<file path="config.mk">
export PLATFORM = sky130hd
export DESIGN_NAME = fast_ethernet_line_coding_path
export DESIGN_NICKNAME = d
export VERILOG_FILES = /design/src/core/fast_ethernet_line_coding_path.v
export VERILOG_INCLUDE_DIRS = /design/src /design/src/core
export SDC_FILE = /design/constraint.sdc
export NUM_CORES = 1
export LEC_CHECK = 0
export CAP_MARGIN = 20
export CORE_UTILIZATION = 62
export DETAILED_ROUTE_END_ITERATION = 6
export DONT_BUFFER_PORTS = 1
export PLACE_DENSITY = 0.84
export RECOVER_POWER = 100
export SKIP_LAST_GASP = 1
export SLEW_MARGIN = 10
export SYNTH_ARGS = -nofsm -noshare
export SYNTH_HDL_FRONTEND = slang
export SYNTH_SLANG_ARGS = --single-unit
</file>
<file path="constraint.sdc">
create_clock -name clock -period 2.2 [get_ports clock]
set_input_delay 0.11 -clock clock [delete_from_list [all_inputs] [get_ports clock]]
set_output_delay 0.11 -clock clock [all_outputs]
set_load 0.05 [all_outputs]
</file>
<file path="src/core/line_coding_defines.vh">
// constants for the 100 Mb/s line coding path
`ifndef LINE_CODING_DEFINES_VH
`define LINE_CODING_DEFINES_VH
`define CG_IDLE     5'h1F
`define CG_HALT     5'h04
`define CG_SSD1     5'h18
`define CG_SSD2     5'h11
`define CG_ESD1     5'h0D
`define CG_ESD2     5'h07
`define BITS_PER_CG 3'h5
`define LFSR_W      11
`define SEED_MIX    11'h5A5
`define LFSR_RST    11'h001
// signal detect drops, and its active count clears, after this many quiet bit times
`define SD_COUNT    8'h40
`endif

</file>
<file path="src/core/fast_ethernet_line_coding_path.v">
// transmit 4B/5B, scrambler, NRZI, MLT-3 and receive MLT-3 to symbols
`timescale 1ns/1ns
`default_nettype none
`include "line_coding_defines.vh"
module fast_ethernet_line_coding_path #(
  parameter SD_THRESHOLD = 8
) (
  input  wire       clock,
  input  wire       rst_n,
  input  wire       bitEn,
  input  wire       txEn,
  input  wire [3:0] txData,
  input  wire       txErr,
  input  wire [4:0] phy_address_strap,
  output reg        txNibbleTake,
  output reg        mltPlus,
  output reg        mltMinus,
  input  wire       lineUp,
  input  wire       lineDown,
  output reg  [4:0] rxSymbol,
  output reg        rxSymbolValid,
  output reg        rxSerialNrz,
  output reg        rxSerialValid,
  output reg        signalDetect
);

  // ------------------------------------------------------------
  // 4B/5B lookup
  // ------------------------------------------------------------
  function [4:0] enc4b5b;
    input [3:0] n;
    begin
      case (n)
        4'h0: enc4b5b = 5'h1E;
        4'h1: enc4b5b = 5'h09;
        4'h2: enc4b5b = 5'h14;
        4'h3: enc4b5b = 5'h15;
        4'h4: enc4b5b = 5'h0A;
        4'h5: enc4b5b = 5'h0B;
        4'h6: enc4b5b = 5'h0E;
        4'h7: enc4b5b = 5'h0F;
        4'h8: enc4b5b = 5'h12;
        4'h9: enc4b5b = 5'h13;
        4'hA: enc4b5b = 5'h16;
        4'hB: enc4b5b = 5'h17;
        4'hC: enc4b5b = 5'h1A;
        4'hD: enc4b5b = 5'h1B;
        4'hE: enc4b5b = 5'h1C;
        default: enc4b5b = 5'h1D;
      endcase
    end
  endfunction

  // ------------------------------------------------------------
  // sequencer states
  // ------------------------------------------------------------
  // each state names the code-group now on its way out
  localparam [2:0] ST_IDLE = 3'h0;
  localparam [2:0] ST_SSD1 = 3'h1;
  localparam [2:0] ST_SSD2 = 3'h2;
  localparam [2:0] ST_DATA = 3'h3;
  localparam [2:0] ST_ESD1 = 3'h4;
  localparam [2:0] ST_ESD2 = 3'h5;

  // ------------------------------------------------------------
  // line level synchronisers
  // ------------------------------------------------------------
  reg  [1:0] upSync_q;
  reg  [1:0] downSync_q;

  always @(posedge clock) begin
    if (!rst_n) begin
      upSync_q   <= 2'h0;
      downSync_q <= 2'h0;
    end else begin
      upSync_q   <= {upSync_q[0], lineUp};
      downSync_q <= {downSync_q[0], lineDown};
    end
  end

  // ------------------------------------------------------------
  // strap synchroniser
  // ------------------------------------------------------------
  // no reset: the seed is caught on the first edge after release
  reg  [4:0] strapMeta_q;
  reg  [4:0] strapSync_q;

  always @(posedge clock) begin
    strapMeta_q <= phy_address_strap;
    strapSync_q <= strapMeta_q;
  end

  // ------------------------------------------------------------
  // transmit code-group sequencer
  // ------------------------------------------------------------
  reg  [2:0] txState_q;
  reg  [2:0] txState_d;
  reg  [4:0] txShift_q;
  reg  [4:0] txLoad;
  reg  [2:0] bitCnt_q;
  reg        seedLoaded_q;
  // no group closes before the seed is in, so no nibble is taken unused
  wire       cgDone = bitEn && seedLoaded_q && (bitCnt_q == `BITS_PER_CG - 3'h1);

  always @* begin
    txState_d    = txState_q;
    txLoad       = `CG_IDLE;
    txNibbleTake = 1'b0;
    case (txState_q)
      ST_IDLE, ST_ESD2: begin
        if (txEn) begin
          txLoad       = `CG_SSD1;
          txState_d    = ST_SSD1;
          txNibbleTake = 1'b1;
        end else begin
          txLoad    = `CG_IDLE;
          txState_d = ST_IDLE;
        end
      end
      ST_SSD1: begin
        txLoad       = `CG_SSD2;
        txNibbleTake = 1'b1;
        txState_d    = ST_SSD2;
      end
      ST_SSD2, ST_DATA: begin
        if (!txEn) begin
          txLoad    = `CG_ESD1;
          txState_d = ST_ESD1;
        end else begin
          // error from the mac is carried as halt
          txLoad       = txErr ? `CG_HALT : enc4b5b(txData);
          txNibbleTake = 1'b1;
          txState_d    = ST_DATA;
        end
      end
      ST_ESD1: begin
        txLoad    = `CG_ESD2;
        txState_d = ST_ESD2;
      end
      default: begin
        txLoad    = `CG_IDLE;
        txState_d = ST_IDLE;
      end
    endcase
    if (!cgDone) begin
      txNibbleTake = 1'b0;
    end
  end

  // ------------------------------------------------------------
  // code-group serialiser
  // ------------------------------------------------------------
  // msb leaves first; a fresh group loads as the last bit goes out
  always @(posedge clock) begin
    if (!rst_n) begin
      txState_q <= ST_IDLE;
      txShift_q <= `CG_IDLE;
      bitCnt_q  <= 3'h0;
    end else if (bitEn && seedLoaded_q) begin
      if (cgDone) begin
        bitCnt_q  <= 3'h0;
        txShift_q <= txLoad;
        txState_q <= txState_d;
      end else begin
        bitCnt_q  <= bitCnt_q + 3'h1;
        txShift_q <= {txShift_q[3:0], 1'b0};
      end
    end
  end

  // ------------------------------------------------------------
  // scrambler seed and LFSR
  // ------------------------------------------------------------
  reg  [`LFSR_W-1:0] lfsr_q;
  wire               lfsrFb = lfsr_q[10] ^ lfsr_q[8];

  always @(posedge clock) begin
    if (!rst_n) begin
      lfsr_q       <= `LFSR_RST;
      seedLoaded_q <= 1'b0;
    end else if (!seedLoaded_q) begin
      // the mix keeps every strap value away from the locked zero state
      lfsr_q       <= {6'h00, strapSync_q} ^ `SEED_MIX;
      seedLoaded_q <= 1'b1;
    end else if (bitEn) begin
      lfsr_q <= {lfsr_q[9:0], lfsrFb};
    end
  end

  // ------------------------------------------------------------
  // scramble, NRZI and MLT-3 drive phases
  // ------------------------------------------------------------
  reg                nrzi_q;
  reg                mltPhase_q;
  wire               scrBit  = txShift_q[4] ^ lfsrFb;
  wire               nrziNxt = nrzi_q ^ scrBit;

  // line bits trail their bitEn by one clock
  always @(posedge clock) begin
    if (!rst_n) begin
      nrzi_q     <= 1'b0;
      mltPhase_q <= 1'b0;
      mltPlus    <= 1'b0;
      mltMinus   <= 1'b0;
    end else if (bitEn && seedLoaded_q) begin
      nrzi_q <= nrziNxt;
      // side swaps as the level falls, so the next high uses the other side
      if (nrzi_q && !nrziNxt) begin
        mltPhase_q <= ~mltPhase_q;
      end
      mltPlus  <= nrziNxt & ~mltPhase_q;
      mltMinus <= nrziNxt &  mltPhase_q;
    end
  end

  // ------------------------------------------------------------
  // receive: MLT-3 to NRZI to NRZ, then 5-bit symbols
  // ------------------------------------------------------------
  wire [1:0] rxLevel    = {upSync_q[1], downSync_q[1]};
  reg  [1:0] rxLevel_q;
  reg        rxNrzi_q;
  reg  [4:0] rxShift_q;
  reg  [2:0] rxCnt_q;
  // any step between the three line levels toggles the nrzi stream
  wire       rxChange   = (rxLevel != rxLevel_q);
  wire       rxNrziNxt  = rxNrzi_q ^ rxChange;
  wire       rxNrzBit   = rxNrziNxt ^ rxNrzi_q;
  wire [4:0] rxShiftNxt = {rxShift_q[3:0], rxNrzBit};

  // no alignment: symbols are cut on a free-running five-bit count
  always @(posedge clock) begin
    if (!rst_n) begin
      rxLevel_q     <= 2'h0;
      rxNrzi_q      <= 1'b0;
      rxShift_q     <= 5'h00;
      rxCnt_q       <= 3'h0;
      rxSymbol      <= 5'h00;
      rxSymbolValid <= 1'b0;
      rxSerialNrz   <= 1'b0;
      rxSerialValid <= 1'b0;
    end else begin
      rxSymbolValid <= 1'b0;
      rxSerialValid <= 1'b0;
      if (bitEn) begin
        rxLevel_q     <= rxLevel;
        rxNrzi_q      <= rxNrziNxt;
        rxSerialNrz   <= rxNrzBit;
        rxSerialValid <= 1'b1;
        rxShift_q     <= rxShiftNxt;
        if (rxCnt_q == `BITS_PER_CG - 3'h1) begin
          rxCnt_q       <= 3'h0;
          rxSymbol      <= rxShiftNxt;
          rxSymbolValid <= 1'b1;
        end else begin
          rxCnt_q <= rxCnt_q + 3'h1;
        end
      end
    end
  end

  // ------------------------------------------------------------
  // signal detect
  // ------------------------------------------------------------
  // isolated link pulses are followed by long quiet and never fill the count
  reg  [7:0] actCnt_q;
  reg  [7:0] quietCnt_q;

  always @(posedge clock) begin
    if (!rst_n) begin
      actCnt_q     <= 8'h00;
      quietCnt_q   <= 8'h00;
      signalDetect <= 1'b0;
    end else if (bitEn) begin
      if (rxLevel != 2'h0) begin
        quietCnt_q <= 8'h00;
        if (actCnt_q != 8'hFF) begin
          actCnt_q <= actCnt_q + 8'h01;
        end
      end else if (quietCnt_q == `SD_COUNT) begin
        actCnt_q <= 8'h00;
      end else begin
        quietCnt_q <= quietCnt_q + 8'h01;
      end
      signalDetect <= (actCnt_q >= SD_THRESHOLD[7:0]) && (quietCnt_q != `SD_COUNT);
    end
  end

endmodule
`default_nettype wire

</file>
==> flow_summary.ini <==
[timing]
tightestPinTransition_ns = 1.06
setup_viol = 0
hold_viol = 0
finalSetupTns_ns = 0
post-route-period-util_pct = 90.9
rsz0062_at_grt = false
slew_headroom_pct = 29.2
max_freq_ghz = 0.500
report.final.slew_viol_count = 0
skew_ns = 0.0114
period_minus_slack_ns = 2.00

[setup_path]
critPathLaunchType = register
crit_start = seedLoaded_q$_DFF_P_
critPathSlowestCell = and2_0
critical-path-top-delay-family = simple AND/OR/NAND/NOR gates
arrival_ns = 1.89
r2r-end = txShift_q[1]$_SDFFE_PN1P_
crit_cells = 5
cp.required_ns = 2.09
critPathCaptureType = output pin
r2r_cells = 5
max_stage_delay_ns = 0.39
worstPathMaxFanout = 10
critical_path_buf_inv_count = 2
rrSetupSlack_ns = 0.41
r2r_start = seedLoaded_q$_DFF_P_
criticalPathCategory = reg2out
cpMostUsedCell = buf_4
path_cells = and2_0 -> nand3_1 -> buf_4 -> nor2_1 -> buf_4
crit_end = txNibbleTake

[detailed_routing]
num_vias = 2452
ant_nets = 0
drt_iter0_markers = 160
routed_via_density = 5.76
route.detailed.drc = 0
wl_per_cell_um = 13.8
first_pass_iters = 4
drt_wl_total_mm = 5.86

[clocking]
cts_resized = 0
cts_buffers = 9
ctsHoldBuffers = 11
cts_tree = built
post_cts_buffers = 0
path_clk_slew_ns = 0.08
clk_path_buf_depth = 2
clk_latency_ns = 0.34
cts_sinks = 74
cts_root_buffer = clkbuf_8
htree_levels = 3

[pwr]
power_mw = 2.79
p_per_area_nw_per_um2 = 788
leakage_nw = 1.36
ir_worst_vdd_v = 0.000784

[placement]
placed_cell_area_um2 = 3210
place_congestion = 0.854
portBuffers = 0
dp.final_hpwl_mm = 3.79

[global_routing]
grt_pass1_vias = 2165
grt_pass1_wl_mm = 9.63
grt_util_all_layers_pct = 23.5
antenna_found_initial = 0
overflow = 0
grt_start_max_net_pins = 30

[floorplan]
dieArea_um2 = 5420
coreArea_um2 = 4820
io_pins = 28
die_x_um = 73.6
dieHeight_um = 73.6
rows = 25
start_util_pct = 66.0

[cells_and_area]
finalInstanceArea_um2 = 3550
final_common_cell = dfxtp_1
area_delta_synth_final_pct = 11.5
drive_above_1_share_pct = 8.64
layout.nets = 379
mostFrequentLayoutCells = dfxtp_1 (74), a21oi_1 (37), nor2_1 (33)
n_antenna_cell = 0

[status]
status = finished, final reports clean

[job]
maxCapViolCount = 0

[synthesis]
synth-async-reset-ratio_pct = 0
yosys_warnings = 0
ys_ff_latch = 74
seq_area_frac_synth_pct = 46.6
netlist_area_um2 = 3180
syn_area_per_cell_um2 = 9.19
synth_cell_type_count = 51
syn-num-nets = 371
synth_enable_flop_cells = 0
synthCells = 346
synth_ff_type = dfxtp_1

[worst_hold_path]
min_path_type = in2reg
## metrics by stage
| stage | utilization [%] | worst slack, ns | std cells | hold slack [ns] |
|---|---|---|---|---|
| after floorplan | - | 0.394 | 346 | 0.138 |
| after global placement | 66.7 | 0.524 | 399 | 0.138 |
| after detailed placement | 66.7 | 0.461 | 399 | 0.138 |
| after CTS | 73.7 | 0.282 | 426 | 0.000144 |
| after global routing | 73.6 | 0.126 | 426 | 0.0220 |
| final | 73.6 | 0.201 | 426 | 0.00871 |
## worst reg2reg max path: stages, from the launching register on
cell and delay, ns:
dfxtp_1 0.33, clkbuf_1 0.45, nand2_1 0.39, a21oi_1 0.36
nand2_1 0.09, o211ai_1 0.08
## metal layers
layer	part of all wire [%]	wire, um	up-vias	GRT usage [%]
li1	-	-	1246	-
met1	48	2790	1128	30.5
met4	2.0	118	0	11.8
met2	46	2700	65	36.7
met5	0	0	-	0
met3	4.2	247	13	5.35
## power by group
group	switching, mW	internal (mW)
Sequential	0.0429	1.39
Clock	0.500	0.671
Combinational	0.102	0.0893
Total	0.644	2.15
## Yosys cell counts (6+ instances only)
library cell,number,area (um^2)
and2_1,6,37.5
ha_1,9,113
clkbuf_1,11,41.3
mux2i_1,20,200
xor2_1,6,52.6
o211ai_1,7,52.6
inv_1,11,41.3
o21ai_0,14,70.1
a21oi_1,37,185
nand2_1,23,86.3
dfxtp_1,74,1480
nand3_1,9,45.0
nor2_1,33,124
nor3_1,6,30.0
nand2b_1,6,37.5
o31ai_1,6,45.0
## area by class of cell
type                    instances  area [um^2]
multi-input cells             241         1570
flip-flops and latches         74         1480
fillers                       343         1270
repair buffers                 16          144
clock buffers                  10          138
clock inverters                 6         88.8
well taps                      67         83.8
inverters                      12         45.0
## worst min path at each step
stage                                    start                         end  slack [ns]  depth (start not counted)
after floorplan                          rst_n        seedLoaded_q$_DFF_P_        0.14                          0
after global routing                     bitEn    rxSymbol[0]$_SDFFE_PN0P_        0.02                          2
after global placement    phy_address_strap[1]      strapMeta_q[1]$_DFF_P_        0.14                          0
after CTS                                bitEn  quietCnt_q[2]$_SDFFE_PN0P_      0.0001                          3
after detailed placement  phy_address_strap[2]      strapMeta_q[2]$_DFF_P_        0.14                          0
final                                    bitEn  quietCnt_q[2]$_SDFFE_PN0P_       0.009                          3
## state kept, by name, summed over array words and instances (netlist names), 2 cells and up
register     cells
lfsr_q          11
actCnt_q         8
quietCnt_q       8
rxSymbol         5
strapMeta_q      5
strapSync_q      5
txShift_q        5
rxShift_q        4
bitCnt_q         3
rxCnt_q          3
txState_q        3
downSync_q       2
rxLevel_q        2
upSync_q         2
## logic make-up (layout without fill, tap and decap cells)
group,Yosys count,count (layout),synth area share [%]
flip-flops,74,74,46.6
AND/OR/NAND/NOR,116,116,19.7
XOR/XNOR,10,10,2.75
AO/OA/AOI/OAI,85,85,16.6
multiplexers,21,21,6.65
buffers and inverters,31,44,4.17
adder cells (fa/ha/maj),9,9,3.54
No activity file was read; power rests on OpenSTA's default activity.
